--- config.mk ---
export PLATFORM = sky130hd
export DESIGN_NAME = cog_generator
export DESIGN_NICKNAME = d
export VERILOG_FILES = /design/src/cog_pkg.sv /design/src/cog_timer.sv /design/src/cog_generator.sv
export SDC_FILE = /design/constraint.sdc
export NUM_CORES = 1
export LEC_CHECK = 0
export BUFFER_PORTS_ARGS = -buffer_cell sky130_fd_sc_hd__buf_2
export CORE_ASPECT_RATIO = 1.75
export CORE_MARGIN = 5
export CORE_UTILIZATION = 56
export DETAILED_ROUTE_END_ITERATION = 16
export PLACE_DENSITY = 0.85
export REMOVE_ABC_BUFFERS = 1
export SYNTH_ARGS = -nofsm -noshare
export SYNTH_HDL_FRONTEND = slang
export SYNTH_SLANG_ARGS = --single-unit
--- constraint.sdc ---
create_clock -name clk_i -period 5.6 [get_ports clk_i]
set_input_delay 1.4 -clock clk_i [delete_from_list [all_inputs] [get_ports clk_i]]
set_output_delay 1.4 -clock clk_i [all_outputs]
set_load 0.02 [all_outputs]
--- src/cog_pkg.sv ---
`default_nettype none
package cog_pkg;

	// Default sizes
	localparam int COG_NSRC = 4;
	localparam int COG_NSD = 2;
	localparam int COG_NTCLK = 3;
	localparam int COG_NPIN = 4;
	localparam int COG_CNT_W = 6;
	localparam int COG_NOUT = 4;

	// Output index in the drive vector
	localparam int COG_OUT_A = 0;
	localparam int COG_OUT_B = 1;
	localparam int COG_OUT_C = 2;
	localparam int COG_OUT_D = 3;

	// Values after reset
	localparam logic [3:0] COG_RST_DRIVE = 4'h0;
	localparam logic [3:0] COG_RST_OE = 4'h0;
	localparam logic [3:0] COG_RST_STEER = 4'h0;

	// Timing clock select code that means the module clock itself
	localparam logic [1:0] COG_TCLK_SYS = 2'h0;

	typedef enum logic [2:0] {
		COG_MD_STEER = 3'b000,
		COG_MD_SYNC_STEER = 3'b001,
		COG_MD_FWD_FULL = 3'b010,
		COG_MD_REV_FULL = 3'b011,
		COG_MD_HALF = 3'b100,
		COG_MD_PUSH_PULL = 3'b101
	} cog_mode_t;

	typedef enum logic [1:0] {
		COG_OVR_INACTIVE = 2'b00,
		COG_OVR_HIZ = 2'b01,
		COG_OVR_LOW = 2'b10,
		COG_OVR_HIGH = 2'b11
	} cog_ovr_t;

endpackage
`default_nettype wire

--- src/cog_timer.sv ---
`default_nettype none
module cog_timer #(
	parameter int CNT_W = 6
) (
	input wire logic clk_i,
	input wire logic rst_i,
	input wire logic start_i,
	input wire logic [CNT_W-1:0] load_i,
	input wire logic tick_i,
	output logic busy_o,
	output logic done_o
);
	logic [CNT_W-1:0] cnt;
	wire load_zero = (load_i == '0);
	wire last_tick = tick_i && (cnt == CNT_W'(1));

	// A zero load finishes in the start cycle so no delay is added
	assign done_o = start_i ? load_zero : last_tick;
	assign busy_o = (cnt != '0);

	always_ff @(posedge clk_i) begin
		if (rst_i) begin
			cnt <= '0;
		end else if (start_i) begin
			cnt <= load_i;
		end else if (tick_i && busy_o) begin
			cnt <= cnt - CNT_W'(1);
		end
	end
endmodule
`default_nettype wire

--- src/cog_generator.sv ---
// Summary of operation
// - One PWM input yields a complementary pair of drive signals.
// - Separate rising and falling events can build single or complementary PWM.
// - Each rising event starts a new output period.
// - Active drive lasts from rising event to following falling event.
// - Event sources may be synchronous or asynchronous; all are synchronised.
// - Phase, blanking and clocked dead band count a selectable timing clock.
// - Dead band may instead use a delay chain independent of the timing clock.
// - A 3-bit mode field selects one of six operating modes.
// - Four drive outputs; each pin selects which output it carries.
// - Rise and fall sources selected independently, each edge or level sensitive.
// - Each drive output has its own active polarity.
// - Separate rising and falling phase delays postpone drive changes.
// - Separate rising and falling dead band, clocked or chained.
// - Falls blanked after a rising drive edge, rises after a falling one.
// - Any enabled shutdown source ends active drive at once.
// - Shutdown overrides each output high, low, inactive or high-Z; optional auto-restart.
`default_nettype none
module cog_generator import cog_pkg::*; #(
	parameter int NSRC = COG_NSRC,
	parameter int NSD = COG_NSD,
	parameter int NTCLK = COG_NTCLK,
	parameter int NPIN = COG_NPIN,
	parameter int CNT_W = COG_CNT_W
) (
	input wire logic clk_i,
	input wire logic rst_i,
	input wire logic enable_i,
	input wire logic [2:0] operating_mode_field_i,
	input wire logic [1:0] timing_clock_select_i,
	input wire logic [NTCLK-1:0] timing_clock_src_i,
	input wire logic [NSRC-1:0] rise_src_i,
	input wire logic [NSRC-1:0] rise_src_en_i,
	input wire logic [NSRC-1:0] rise_level_i,
	input wire logic [NSRC-1:0] fall_src_i,
	input wire logic [NSRC-1:0] fall_src_en_i,
	input wire logic [NSRC-1:0] fall_level_i,
	input wire logic [CNT_W-1:0] rise_phase_i,
	input wire logic [CNT_W-1:0] fall_phase_i,
	input wire logic [CNT_W-1:0] rise_blank_i,
	input wire logic [CNT_W-1:0] fall_blank_i,
	input wire logic [CNT_W-1:0] rise_dead_i,
	input wire logic [CNT_W-1:0] fall_dead_i,
	input wire logic dead_chain_i,
	input wire logic [3:0] polarity_i,
	input wire logic [3:0] steer_en_i,
	input wire logic [3:0] steer_data_i,
	input wire logic [NSD-1:0] shutdown_src_i,
	input wire logic [NSD-1:0] shutdown_en_i,
	input wire logic shutdown_sw_i,
	input wire logic auto_restart_i,
	input wire logic shutdown_clear_i,
	input wire logic [7:0] shutdown_override_i,
	input wire logic shutdown_irq_en_i,
	input wire logic shutdown_flag_clear_i,
	input wire logic [2*NPIN-1:0] pin_output_source_select_i,
	output logic drive_out_a_o,
	output logic drive_out_a_oe_o,
	output logic drive_out_b_o,
	output logic drive_out_b_oe_o,
	output logic drive_out_c_o,
	output logic drive_out_c_oe_o,
	output logic drive_out_d_o,
	output logic drive_out_d_oe_o,
	output logic [NPIN-1:0] pin_o,
	output logic [NPIN-1:0] pin_oe_o,
	output logic shutdown_active_o,
	output logic shutdown_flag_o,
	output logic shutdown_irq_o
);
	// Input synchronisers; stage m feeds only stage s
	logic [NSRC-1:0] rise_m;
	logic [NSRC-1:0] rise_s;
	logic [NSRC-1:0] rise_d;
	logic [NSRC-1:0] fall_m;
	logic [NSRC-1:0] fall_s;
	logic [NSRC-1:0] fall_d;
	logic [NSD-1:0] sd_m;
	logic [NSD-1:0] sd_s;
	logic [NTCLK-1:0] tclk_m;
	logic [NTCLK-1:0] tclk_s;
	logic [NTCLK-1:0] tclk_d;

	always_ff @(posedge clk_i) begin
		if (rst_i) begin
			rise_m <= '0;
			rise_s <= '0;
			rise_d <= '0;
			fall_m <= '0;
			fall_s <= '0;
			fall_d <= '0;
			sd_m <= '0;
			sd_s <= '0;
			tclk_m <= '0;
			tclk_s <= '0;
			tclk_d <= '0;
		end else begin
			rise_m <= rise_src_i;
			rise_s <= rise_m;
			rise_d <= rise_s;
			fall_m <= fall_src_i;
			fall_s <= fall_m;
			fall_d <= fall_s;
			sd_m <= shutdown_src_i;
			sd_s <= sd_m;
			tclk_m <= timing_clock_src_i;
			tclk_s <= tclk_m;
			tclk_d <= tclk_s;
		end
	end

	// Timing clock: the module clock or a rising edge of a synchronised source
	wire [NTCLK:0] tick_vec = {tclk_s & ~tclk_d, 1'b1};
	wire tick = (timing_clock_select_i == COG_TCLK_SYS) ? 1'b1 :
		tick_vec[timing_clock_select_i];
	// The chain runs on every module clock, whatever timing clock is chosen
	wire dead_tick = dead_chain_i ? 1'b1 : tick;

	// Rises detect the active level or its leading edge; falls the inactive level or trailing edge
	wire [NSRC-1:0] rise_hit = rise_s & (rise_level_i | ~rise_d);
	wire [NSRC-1:0] fall_hit = ~fall_s & (fall_level_i | fall_d);
	// A shared source on both sides gives the PWM input its own duty cycle
	wire rise_any = |(rise_hit & rise_src_en_i);
	wire fall_any = |(fall_hit & fall_src_en_i);

	logic pwm_raw;
	logic pwm_prev;
	logic pp_phase;
	logic [3:0] steer_q;
	logic sd_active;
	logic shut_flag;
	logic [3:0] drive;
	logic [3:0] drive_oe;

	wire ph_r_busy;
	wire ph_r_done;
	wire ph_f_busy;
	wire ph_f_done;
	wire bl_r_busy;
	wire bl_f_busy;
	wire db_r_busy;
	wire db_f_busy;

	// Level inputs fire every cycle, so a new start is only taken when idle
	wire rise_go = enable_i && rise_any && !bl_r_busy && !pwm_raw && !ph_r_busy;
	wire fall_go = enable_i && fall_any && !bl_f_busy && pwm_raw && !ph_f_busy;
	wire raw_rise = pwm_raw && !pwm_prev;
	wire raw_fall = !pwm_raw && pwm_prev;

	cog_timer #(.CNT_W(CNT_W)) u_phase_rise (
		.clk_i(clk_i),
		.rst_i(rst_i),
		.start_i(rise_go),
		.load_i(rise_phase_i),
		.tick_i(tick),
		.busy_o(ph_r_busy),
		.done_o(ph_r_done)
	);

	cog_timer #(.CNT_W(CNT_W)) u_phase_fall (
		.clk_i(clk_i),
		.rst_i(rst_i),
		.start_i(fall_go),
		.load_i(fall_phase_i),
		.tick_i(tick),
		.busy_o(ph_f_busy),
		.done_o(ph_f_done)
	);

	cog_timer #(.CNT_W(CNT_W)) u_blank_fall (
		.clk_i(clk_i),
		.rst_i(rst_i),
		.start_i(raw_rise),
		.load_i(fall_blank_i),
		.tick_i(tick),
		.busy_o(bl_f_busy),
		.done_o()
	);

	cog_timer #(.CNT_W(CNT_W)) u_blank_rise (
		.clk_i(clk_i),
		.rst_i(rst_i),
		.start_i(raw_fall),
		.load_i(rise_blank_i),
		.tick_i(tick),
		.busy_o(bl_r_busy),
		.done_o()
	);

	cog_timer #(.CNT_W(CNT_W)) u_dead_rise (
		.clk_i(clk_i),
		.rst_i(rst_i),
		.start_i(raw_rise),
		.load_i(rise_dead_i),
		.tick_i(dead_tick),
		.busy_o(db_r_busy),
		.done_o()
	);

	cog_timer #(.CNT_W(CNT_W)) u_dead_fall (
		.clk_i(clk_i),
		.rst_i(rst_i),
		.start_i(raw_fall),
		.load_i(fall_dead_i),
		.tick_i(dead_tick),
		.busy_o(db_f_busy),
		.done_o()
	);

	// Phase-delayed drive state
	always_ff @(posedge clk_i) begin
		if (rst_i || !enable_i) begin
			pwm_raw <= 1'b0;
			pwm_prev <= 1'b0;
		end else begin
			pwm_prev <= pwm_raw;
			if (ph_r_done) begin
				pwm_raw <= 1'b1;
			end else if (ph_f_done) begin
				pwm_raw <= 1'b0;
			end
		end
	end

	// Complement stays off until the first cycle has run
	logic pwm_prev_any;

	// Dead band: the turning-on side waits, the turning-off side drops at once
	wire rise_wait = db_r_busy || (raw_rise && (rise_dead_i != '0));
	wire fall_wait = db_f_busy || (raw_fall && (fall_dead_i != '0));
	wire prim = pwm_raw && !rise_wait;
	wire comp = !pwm_raw && pwm_prev_any && !fall_wait;

	always_ff @(posedge clk_i) begin
		if (rst_i || !enable_i) begin
			pwm_prev_any <= 1'b0;
		end else if (raw_rise) begin
			pwm_prev_any <= 1'b1;
		end
	end

	// Push-pull alternation and synchronous steering latch
	wire sync_mode = (operating_mode_field_i == COG_MD_SYNC_STEER);
	always_ff @(posedge clk_i) begin
		if (rst_i || !enable_i) begin
			pp_phase <= 1'b0;
			steer_q <= COG_RST_STEER;
		end else begin
			// Flip at the end of active drive so a whole pulse stays on one pair
			if (raw_fall) begin
				pp_phase <= !pp_phase;
			end
			// Steering changes mid-cycle would truncate a pulse, so wait for a rising event
			if (rise_go) begin
				steer_q <= steer_en_i;
			end
		end
	end
	wire [3:0] steer_use = sync_mode ? steer_q : steer_en_i;

	// Mode decode to active-high waveforms per output
	logic [3:0] act;
	always_comb begin
		act = 4'h0;
		unique case (cog_mode_t'(operating_mode_field_i))
			COG_MD_STEER, COG_MD_SYNC_STEER: begin
				for (int k = 0; k < COG_NOUT; k++) begin
					act[k] = steer_use[k] ? prim : steer_data_i[k];
				end
			end
			COG_MD_FWD_FULL: begin
				act[COG_OUT_A] = 1'b1;
				act[COG_OUT_D] = prim;
			end
			COG_MD_REV_FULL: begin
				act[COG_OUT_B] = prim;
				act[COG_OUT_C] = 1'b1;
			end
			COG_MD_HALF: begin
				act[COG_OUT_A] = prim;
				act[COG_OUT_B] = comp;
				act[COG_OUT_C] = prim;
				act[COG_OUT_D] = comp;
			end
			COG_MD_PUSH_PULL: begin
				act[COG_OUT_A] = prim && pp_phase;
				act[COG_OUT_B] = prim && !pp_phase;
				act[COG_OUT_C] = prim && pp_phase;
				act[COG_OUT_D] = prim && !pp_phase;
			end
			default: begin
				act = 4'h0;
			end
		endcase
	end

	// Shutdown: the fault acts combinationally so drive ends without waiting for the latch
	wire fault = enable_i && ((|(sd_s & shutdown_en_i)) || shutdown_sw_i);
	wire shut = sd_active || fault;
	wire restart_ok = auto_restart_i ? rise_any : shutdown_clear_i;

	always_ff @(posedge clk_i) begin
		if (rst_i || !enable_i) begin
			sd_active <= 1'b0;
		end else if (fault) begin
			sd_active <= 1'b1;
		end else if (restart_ok) begin
			sd_active <= 1'b0;
		end
	end

	// Entry into shutdown sets the flag; the set beats a clear in the same cycle
	wire flag_set = fault && !sd_active;
	always_ff @(posedge clk_i) begin
		if (rst_i) begin
			shut_flag <= 1'b0;
		end else begin
			shut_flag <= flag_set || (shut_flag && !shutdown_flag_clear_i);
		end
	end

	// Per-output polarity, override and disable handling
	logic [3:0] next_drive;
	logic [3:0] next_oe;
	generate
		for (genvar k = 0; k < COG_NOUT; k++) begin : g_out
			wire [1:0] ovr = shutdown_override_i[2*k+:2];
			wire lvl = act[k] ^ polarity_i[k];
			wire ovr_lvl = (ovr == COG_OVR_HIGH) ? 1'b1 :
				(ovr == COG_OVR_LOW) ? 1'b0 : polarity_i[k];
			assign next_drive[k] = !enable_i ? polarity_i[k] :
				shut ? ovr_lvl : lvl;
			assign next_oe[k] = !(enable_i && shut && (ovr == COG_OVR_HIZ));
		end
	endgenerate

	always_ff @(posedge clk_i) begin
		if (rst_i) begin
			drive <= COG_RST_DRIVE;
			drive_oe <= COG_RST_OE;
		end else begin
			drive <= next_drive;
			drive_oe <= next_oe;
		end
	end

	// Pin source selection
	generate
		for (genvar p = 0; p < NPIN; p++) begin : g_pin
			wire [1:0] sel = pin_output_source_select_i[2*p+:2];
			always_ff @(posedge clk_i) begin
				if (rst_i) begin
					pin_o[p] <= 1'b0;
					pin_oe_o[p] <= 1'b0;
				end else begin
					pin_o[p] <= next_drive[sel];
					pin_oe_o[p] <= next_oe[sel];
				end
			end
		end
	endgenerate

	assign drive_out_a_o = drive[COG_OUT_A];
	assign drive_out_a_oe_o = drive_oe[COG_OUT_A];
	assign drive_out_b_o = drive[COG_OUT_B];
	assign drive_out_b_oe_o = drive_oe[COG_OUT_B];
	assign drive_out_c_o = drive[COG_OUT_C];
	assign drive_out_c_oe_o = drive_oe[COG_OUT_C];
	assign drive_out_d_o = drive[COG_OUT_D];
	assign drive_out_d_oe_o = drive_oe[COG_OUT_D];
	assign shutdown_active_o = sd_active;
	assign shutdown_flag_o = shut_flag;
	assign shutdown_irq_o = shut_flag && shutdown_irq_en_i;
endmodule
`default_nettype wire

==> impl_metrics.ini, run 1 <==
[sta]
fmax_mhz = 298
slew_viol_final = 0
setup_viol = 0
hold_viol_final = 0
skew_ps = 7.62
grt_setup_unrepaired = no
slew_headroom_pct = 47.8
tightestPinTransition_ps = 776
fin_tns_setup_ps = 0
min_period_ps = 3360
finalCritPeriodShare_pct = 59.9
worst_slack_ps = 2240
hold_ws_ps = 439

[setup_path]
end_kind = flip-flop
path_class = in2reg
start_kind = input pin
timing.rr.start = pwm_raw
crit_arrival_ps = 3650
worstPathMaxFanout = 12
cp_data_required_time_ps = 5890
reg2reg_slack_ps = 2960
timing.rr.end = pin_o[3]
rr_worst_depth = 7

[layout]
area_delta_synth_final_pct = 21.1
drive_gt1_share_pct = 23.6
design_area_um2 = 5620
final_nets = 778
num_antenna_cells = 0

[logic_synthesis]
synth_xor_area_share_pct = 4.15
syn_inst = 539
async_reset_ff_share_pct = 0
synth_top_family_by_area = simple AND/OR/NAND/NOR gates
yosysTopAreaCellShare_pct = 42.7
yosys.cell_types.count = 56
synth_ff_type = dfxtp_1
synth.top_cells.by_count = 99 x dfxtp_1, 75 x nor2_1, 45 x nor2b_1
synth_edf_count = 0
yosysMostFrequentCell = dfxtp_1
syn-cell-area_um2 = 4640
synthSimpleGateAreaFrac_pct = 24.9
syn_avg_cell_area_um2 = 8.61
synthTopCellsByArea = dfxtp_1 43%, nor2_1 6.1%, nor2b_1 6.1%
ys_seq_elements = 99
yosysTopAreaCell = dfxtp_1
synthMuxAreaShare_pct = 3.24
ys_warn_count = 0
seq_area_frac_synth_pct = 42.7
synth-compound-area-share_pct = 18.7
synthAdderAreaFrac_pct = 2.70

[drt]
first_pass_iters = 5
ant_nets = 0
via_count = 4370
first_iter_violations = 317
avgViaCountPerCell = 5.78
wl_per_cell_um = 14.9
drc = 0
finalWirelength_mm = 11.2

[power_and_ir_drop]
p_per_area_nw_per_um2 = 415
irDropWorstVdd_mv = 0.262
p_total_mw = 2.34
cellLeakagePower_nw = 2.29

[clocking]
hold_buffers = 0
postCtsSetupBuffers = 0
h-tree-depth = 3
cts.sinks = 99
cts_root_buf = clkbuf_16
clkLatencyLatePin_ps = 350
cts_tree = yes
numCtsBuffers = 9
cts-resized-gates = 0
path_clk_slew_ps = 70
clk_path_buf_depth = 2

[placed_design]
post_dp_cell_area_um2 = 5340
dp_slack_ps = 1930
gp_congestion = 0.859
port_buffers = 127
dp_hpwl_mm = 8.48

[die]
rows = 44
die_h_um = 130
die_w_um = 78.8
core_um2 = 8200
io_pins = 128
start_util_pct = 56.6
die_area_um2 = 10300

[min_path]
holdPathStages = 1
min_to = rise_s[2]
min_from = rise_m[2]
hp-class = reg2reg

[global_routing]
grt_max_degree = 53
grt_pass1_vias = 4136
grt_first_pass_wirelength_mm = 18.3
grt_overflow = 0
grt_usage_pct = 22.2
antenna_found_initial = 0

[run_status]
status = finished, final reports clean

[run]
maxCapViolCount = 0
placed cells by master (no fill, tap or decap), types with 12 or more instances in the layout:
| master | instances |
|---|---|
| dfxtp_1 | 99 |
| nor2_1 | 75 |
| nand2_1 | 35 |
| o211ai_1 | 12 |
| nor3_1 | 12 |
| buf_2 | 127 |
| inv_1 | 25 |
| xor2_1 | 14 |
| a21oi_1 | 31 |
| a211oi_1 | 19 |
| nor2b_1 | 45 |
routing by layer:
metal | track usage [%] | share of wire (%) | up-vias
met4 | 12.8 | 3.6 | 0
met3 | 4.73 | 6.7 | 37
met5 | 0 | 0 | -
met1 | 24.6 | 37 | 2014
met2 | 39.3 | 52 | 169
li1 | - | - | 2150
report_power, final:
group	switching (mW)	internal [mW]	total, mW	leakage [nW]
Clock	0.285	0.308	0.593	0.131
Sequential	0.107	0.836	0.943	0.815
Combinational	0.440	0.359	0.799	1.35
how the worst max path moves through the flow:
| stage | depth (start not counted) | slack, ps | startpoint | endpoint |
|---|---|---|---|---|
| floorplan | 6 | 1960 | rise_level_i[0] | u_phase_rise.cnt[0] |
| global route | 8 | 2060 | shutdown_en_i[0] | pin_o[3] |
| detailed placement | 8 | 1930 | rise_dead_i[4] | pin_o[3] |
| CTS | 8 | 2280 | shutdown_en_i[0] | pin_o[3] |
| finish | 8 | 2240 | shutdown_en_i[0] | pin_o[3] |
| global placement | 8 | 2000 | rise_dead_i[4] | pin_o[2] |
registers in the layout, summed over array words and instances (netlist names), 6 cells and up:
register / cells
u_dead_fall.cnt: 6
u_blank_rise.cnt: 6
u_phase_fall.cnt: 6
u_dead_rise.cnt: 6
u_phase_rise.cnt: 6
u_blank_fall.cnt: 6
cells by family after synthesis:
kind of cell             Yosys count
buffers and inverters             45
XOR/XNOR                          22
adder cells (fa/ha/maj)           10
AND/OR/NAND/NOR                  224
AO/OA/AOI/OAI                    129
flip-flops                        99
multiplexers                      10
critical path, cell delays in order:
cell,delay [ps]
buf_2,90
a221o_1,380
a21oi_2,370
nor2b_1,280
a31oi_1,210
o21ai_0,100
a211oi_1,460
mux4_2,350
per-stage QoR:
step	cells	utilization (%)
floorplan	519	-
global placement	740	65.1
detailed placement	740	65.1
CTS	756	68.5
global route	756	68.5
finish	756	68.5
final cells by class:
| type | count | area, um2 |
|---|---|---|
| inverters | 25 | 93.8 |
| multi-input cells | 395 | 2490 |
| clock inverters | 7 | 60.1 |
| repair buffers | 129 | 651 |
| fillers | 682 | 2580 |
| flip-flops and latches | 99 | 1980 |
| clock buffers | 9 | 225 |
| well taps | 92 | 115 |
(Power assumes the default switching activity.)
==> run 2: changes to the inputs <==
--- a/config.mk
+++ b/config.mk
@@ -5,12 +5,13 @@
 export SDC_FILE = /design/constraint.sdc
 export NUM_CORES = 1
 export LEC_CHECK = 0
+export ABC_AREA = 1
 export BUFFER_PORTS_ARGS = -buffer_cell sky130_fd_sc_hd__buf_2
 export CORE_ASPECT_RATIO = 1.75
 export CORE_MARGIN = 5
-export CORE_UTILIZATION = 56
+export CORE_UTILIZATION = 48
 export DETAILED_ROUTE_END_ITERATION = 16
-export PLACE_DENSITY = 0.85
+export PLACE_DENSITY = 0.76
 export REMOVE_ABC_BUFFERS = 1
 export SYNTH_ARGS = -nofsm -noshare
 export SYNTH_HDL_FRONTEND = slang
==> constraint.sdc (replaced) <==
create_clock -name clk_i -period 2.75 [get_ports clk_i]
set_input_delay 0.6875 -clock clk_i [delete_from_list [all_inputs] [get_ports clk_i]]
set_output_delay 0.6875 -clock clk_i [all_outputs]
set_load 0.02 [all_outputs]
==> impl_metrics.ini, run 2 <==
[global_routing]
grt_overflow = 0
antenna_found_initial = 0
grt_usage_pct = 20.6
grt_first_pass_wirelength_mm = 21.3
grt_max_degree = 68
grt_pass1_vias = 4952

[layout]
area_delta_synth_final_pct = 20.9
layout_commonest_cell = nand2_1
drive_gt1_share_pct = 19.6
layout_common_cells = 155 x nand2_1, 133 x inv_1, 127 x buf_2
final_util_pct = 58.7
final_nets = 1010
num_antenna_cells = 0

[drt]
finalWirelength_mm = 13.2
wl_per_cell_um = 12.9
via_count = 5171
ant_nets = 0
first_iter_violations = 236
drc = 0
avgViaCountPerCell = 5.04
first_pass_iters = 5

[sta]
setup_viol = 0
grt_setup_unrepaired = no
finalCritPeriodShare_pct = 73.4
min_period_ps = 2020
fmax_mhz = 496
tightestPinTransition_ps = 723
skew_ps = 9.42
fin_tns_setup_ps = 0
slew_viol_final = 0
hold_viol_final = 0
slew_headroom_pct = 51.8

[setup_path]
path_delay_family = simple AND/OR/NAND/NOR gates
reg2reg_slack_ps = 730
end_kind = flip-flop
worstPathMaxFanout = 6
start_kind = flip-flop
crit_cells = 15
path_class = reg2reg
cp_data_required_time_ps = 3000
crit_arrival_ps = 2270
rr_worst_depth = 15
cpPeakStageDelay_ps = 310
cp_slowest_cell = dfxtp_1
cpMostUsedCell = inv_1
path_cells = inv_1 -> ha_1 -> inv_1 -> nor3_1 -> inv_1 -> nor3_2 -> inv_1 -> nor2_1 -> nand4_1 -> nand2_1 -> inv_2 -> nand2_1 -> o211ai_1 -> nand2_1 -> inv_1
critPathBufInv = 6

[clocking]
cts-resized-gates = 0
numCtsBuffers = 9
h-tree-depth = 3
postCtsSetupBuffers = 0
hold_buffers = 0
clkLatencyLatePin_ps = 350
cts.sinks = 99
cts_tree = yes
clk_path_buf_depth = 2
cts_root_buf = clkbuf_16
path_clk_slew_ps = 70

[logic_synthesis]
ys_warn_count = 0
yosysTopAreaCellShare_pct = 38.6
syn_avg_cell_area_um2 = 6.73
syn-cell-area_um2 = 5130
synth.top_cells.by_count = 155 x nand2_1, 133 x inv_1, 116 x nor2_1
ys_seq_elements = 99
async_reset_ff_share_pct = 0
synth_edf_count = 0
yosysMostFrequentCell = nand2_1
synth_ff_type = dfxtp_1
synthTopCellsByArea = dfxtp_1 39%, nand2_1 11%, inv_1 9.7%
seq_area_frac_synth_pct = 38.6
syn_inst = 763
yosysTopAreaCell = dfxtp_1
yosys.cell_types.count = 41

[run_status]
status = finished, final reports clean

[power_and_ir_drop]
irDropWorstVdd_mv = 0.467
cellLeakagePower_nw = 3.17
p_per_area_nw_per_um2 = 863

[placed_design]
dp_hpwl_mm = 10.3
gp_congestion = 0.921
port_buffers = 127

[min_path]
hp-class = reg2reg
holdPathStages = 2

[die]
io_pins = 128
die_area_um2 = 12900
die_h_um = 147
start_util_pct = 48.5
rows = 50
core_um2 = 10600
die_w_um = 88.2

[run]
maxCapViolCount = 0
[run 2: kinds of logic after synthesis]
logic type                 Yosys count  synth area share (%)
adders and majority gates           10                  2.44
muxes                                1                 0.195
buffers and inverters              157                  11.8
and+or+nand+nor                    360                  30.3
DFF                                 99                  38.6
xor gates and xnor gates            10                  1.71
AOI/OAI and AO/OA                  126                  14.9
[run 2: worst paths after layout]
| check | start | end |
|---|---|---|
| worst max-delay path | u_blank_fall.cnt[0] | u_phase_fall.cnt[5] |
| worst min-delay path | rise_m[1] | rise_s[1] |
| worst max register to register | u_blank_fall.cnt[0] | u_phase_fall.cnt[5] |
| worst min register to register | rise_m[1] | rise_s[1] |
[run 2: per-layer routing]
layer | part of all wire, % | track usage, % | wire (um)
met1 | 36 | 20.0 | 4780
met2 | 55 | 39.9 | 7300
met3 | 5.4 | 3.54 | 717
met4 | 3.3 | 9.83 | 436
met5 | 0 | 0 | 0
[run 2: per-stage QoR]
| step | power [mW] | cells | worst slack (ps) | hold slack [ps] | cell area (um2) |
|---|---|---|---|---|---|
| after floorplan | 3.55 | 746 | 514 | 388 | 5050 |
| after global placement | 4.04 | 1010 | 483 | 389 | 5900 |
| after detailed placement | 4.07 | 1010 | 466 | 396 | 5900 |
| after CTS | 5.38 | 1026 | 774 | 408 | 6200 |
| after global routing | 5.79 | 1026 | 507 | 423 | 6200 |
| final | 5.35 | 1026 | 733 | 406 | 6200 |
[run 2: power by group]
part | internal, mW | switching, mW | total, mW
Clock | 0.714 | 0.569 | 1.28
Sequential | 1.71 | 0.225 | 1.94
Combinational | 0.839 | 1.29 | 2.13
Total | 3.27 | 2.09 | 5.35
[run 2: cell type report]
| cell class | instances | area, um2 |
|---|---|---|
| tap | 130 | 163 |
| timing repair buffer | 134 | 688 |
| multi-input combinational | 507 | 2550 |
| inverter | 140 | 526 |
| fill | 1075 | 4370 |
| sequential | 99 | 1980 |
| clock buffer | 10 | 229 |
| clock inverter | 6 | 71.3 |
[run 2: worst min-delay path: cells and delay by family, from the launching register on]
family / cells / cell delay, ps
flops: 1 / 300
buf+inv: 1 / 40
simple gates: 1 / 30
==> run 3: changes to the inputs <==
--- a/config.mk
+++ b/config.mk
@@ -9,9 +9,9 @@
 export BUFFER_PORTS_ARGS = -buffer_cell sky130_fd_sc_hd__buf_2
 export CORE_ASPECT_RATIO = 1.75
 export CORE_MARGIN = 5
-export CORE_UTILIZATION = 48
+export CORE_UTILIZATION = 54
 export DETAILED_ROUTE_END_ITERATION = 16
-export PLACE_DENSITY = 0.76
+export PLACE_DENSITY = 0.81
 export REMOVE_ABC_BUFFERS = 1
 export SYNTH_ARGS = -nofsm -noshare
 export SYNTH_HDL_FRONTEND = slang
==> constraint.sdc (replaced) <==
create_clock -name clk_i -period 2.1 [get_ports clk_i]
set_input_delay 0.525 -clock clk_i [delete_from_list [all_inputs] [get_ports clk_i]]
set_output_delay 0.525 -clock clk_i [all_outputs]
set_load 0.02 [all_outputs]
==> impl_metrics.ini, run 3 (synthesis results as in run 2) <==
[sta]
setup_viol = 0
worst_slack_ps = 202
slew_viol_final = 0
fmax_mhz = 527
hold_viol_final = 0
grt_setup_unrepaired = no
skew_ps = 6.62
min_period_ps = 1900
hold_ws_ps = 379
tightestPinTransition_ps = 610
finalCritPeriodShare_pct = 90.4
slew_headroom_pct = 59.0

[min_path]
min_from = timing_clock_src_i[1]
holdPathStages = 3
min_to = tclk_m[1]
hp-class = in2reg

[drt]
drc = 0
dr_wl_met3_um = 733
wl_met1_mm = 4.67
first_iter_violations = 178
wl_per_cell_um = 12.4
first_pass_iters = 7
finalWirelength_mm = 12.7
dr_wl_met2_mm = 6.94
via_count = 5206
highest_layer = met4
avgViaCountPerCell = 5.07
ant_nets = 0

[layout]
layout_commonest_cell = nand2_1
layout_common_cells = 155 x nand2_1, 132 x inv_1, 127 x buf_2
final_nets = 1018
drive_gt1_share_pct = 20.7
area_delta_synth_final_pct = 22.7
num_antenna_cells = 0

[placed_design]
gp_congestion = 0.900
port_buffers = 127
dp_slack_ps = -30.4
dp_hpwl_mm = 10.0

[die]
core_um2 = 9410
die_area_um2 = 11600
io_pins = 128
start_util_pct = 54.5
rows = 47
die_w_um = 83.7
die_h_um = 139

[run_status]
status = finished, final reports clean

[setup_path]
reg2reg_slack_ps = 200
path_cells = inv_1 -> ha_1 -> inv_1 -> nor3_2 -> inv_2 -> nor3_4 -> inv_1 -> nor2_1 -> nand4_1 -> buf_4 -> nand2_1 -> o211ai_1 -> a21oi_1
timing.rr.end = pwm_raw
start_kind = flip-flop
timing.rr.start = u_blank_fall.cnt[0]
cpPeakStageDelay_ps = 320
cpMostUsedCell = inv_1
rr_worst_depth = 13
cp_data_required_time_ps = 2360
path_class = reg2reg
worstPathMaxFanout = 4
cp_slowest_cell = dfxtp_1
end_kind = flip-flop
crit_arrival_ps = 2160

[clocking]
h-tree-depth = 3
hold_buffers = 0
clk_path_buf_depth = 2
cts_root_buf = clkbuf_16
cts_tree = yes
clkLatencyLatePin_ps = 340
cts.sinks = 99
numCtsBuffers = 9
path_clk_slew_ps = 70

[global_routing]
antenna_found_initial = 0
grt_overflow = 0
grt_usage_pct = 22.0
grt_max_degree = 68
grt_first_pass_wirelength_mm = 21.3
grt_pass1_vias = 4992

[power_and_ir_drop]
irDropWorstVdd_mv = 0.859
cellLeakagePower_nw = 3.23
p_per_area_nw_per_um2 = 1140

[run]
maxCapViolCount = 0
## run 3: routing by layer
layer  track usage [%]  up-vias
met5                 0        -
met4              9.49        0
met3              3.92       29
met2              42.3      147
met1              22.7     2329
li1                  -     2701
## run 3: timing repair
item                       CTS  global route
setup buffers                0             2
setup endpoints to repair    0             2
resized for setup            0             3
## run 3: where the power goes
group | switching [mW] | internal (mW) | total [mW] | leakage [nW]
Clock | 0.753 | 0.984 | 1.74 | 0.158
Combinational | 1.72 | 1.21 | 2.93 | 2.25
Sequential | 0.301 | 2.24 | 2.54 | 0.817
## run 3: worst max-delay path by stage
| stage | start | to | slack, ps | depth (start not counted) |
|---|---|---|---|---|
| floorplan | pwm_raw | u_blank_fall.cnt[1] | -140 | 7 |
| global placement | timing_clock_select_i[0] | u_blank_rise.cnt[1] | -1 | 10 |
| detailed placement | timing_clock_select_i[0] | u_blank_rise.cnt[1] | -30 | 10 |
| CTS | u_blank_fall.cnt[0] | pwm_raw | 190 | 13 |
| global route | u_blank_fall.cnt[0] | pwm_raw | 1 | 13 |
| finish | u_blank_fall.cnt[0] | pwm_raw | 200 | 13 |
## run 3: final cells by class
cell class,instances,area [um2]
Tap cell,122,153
Fill cell,935,3110
Clock buffer,10,239
Clock inverter,6,78.8
Multi-Input combinational cell,507,2560
Timing Repair Buffer,142,761
Sequential cell,99,1980
Inverter,140,526
## run 3: metrics by stage
step | power, mW | util [%] | area, um2 | cells | setup TNS [ps]
after floorplan | 4.65 | - | 5050 | 746 | -275
after global placement | 5.30 | 63.3 | 5950 | 1008 | -1.38
after detailed placement | 5.37 | 63.3 | 5950 | 1008 | -30.4
after CTS | 7.14 | 66.6 | 6270 | 1024 | 0
after global routing | 7.82 | 66.9 | 6300 | 1026 | 0
final | 7.21 | 66.9 | 6300 | 1026 | 0
## run 3: worst max-delay path: cells and delay by family (launching register included)
family,cells,cell delay (ps)
AO/OA/AOI/OAI,2,240
adder cells (fa/ha/maj),1,150
buffers and inverters,5,520
flip-flops,1,320
AND/OR/NAND/NOR,5,600
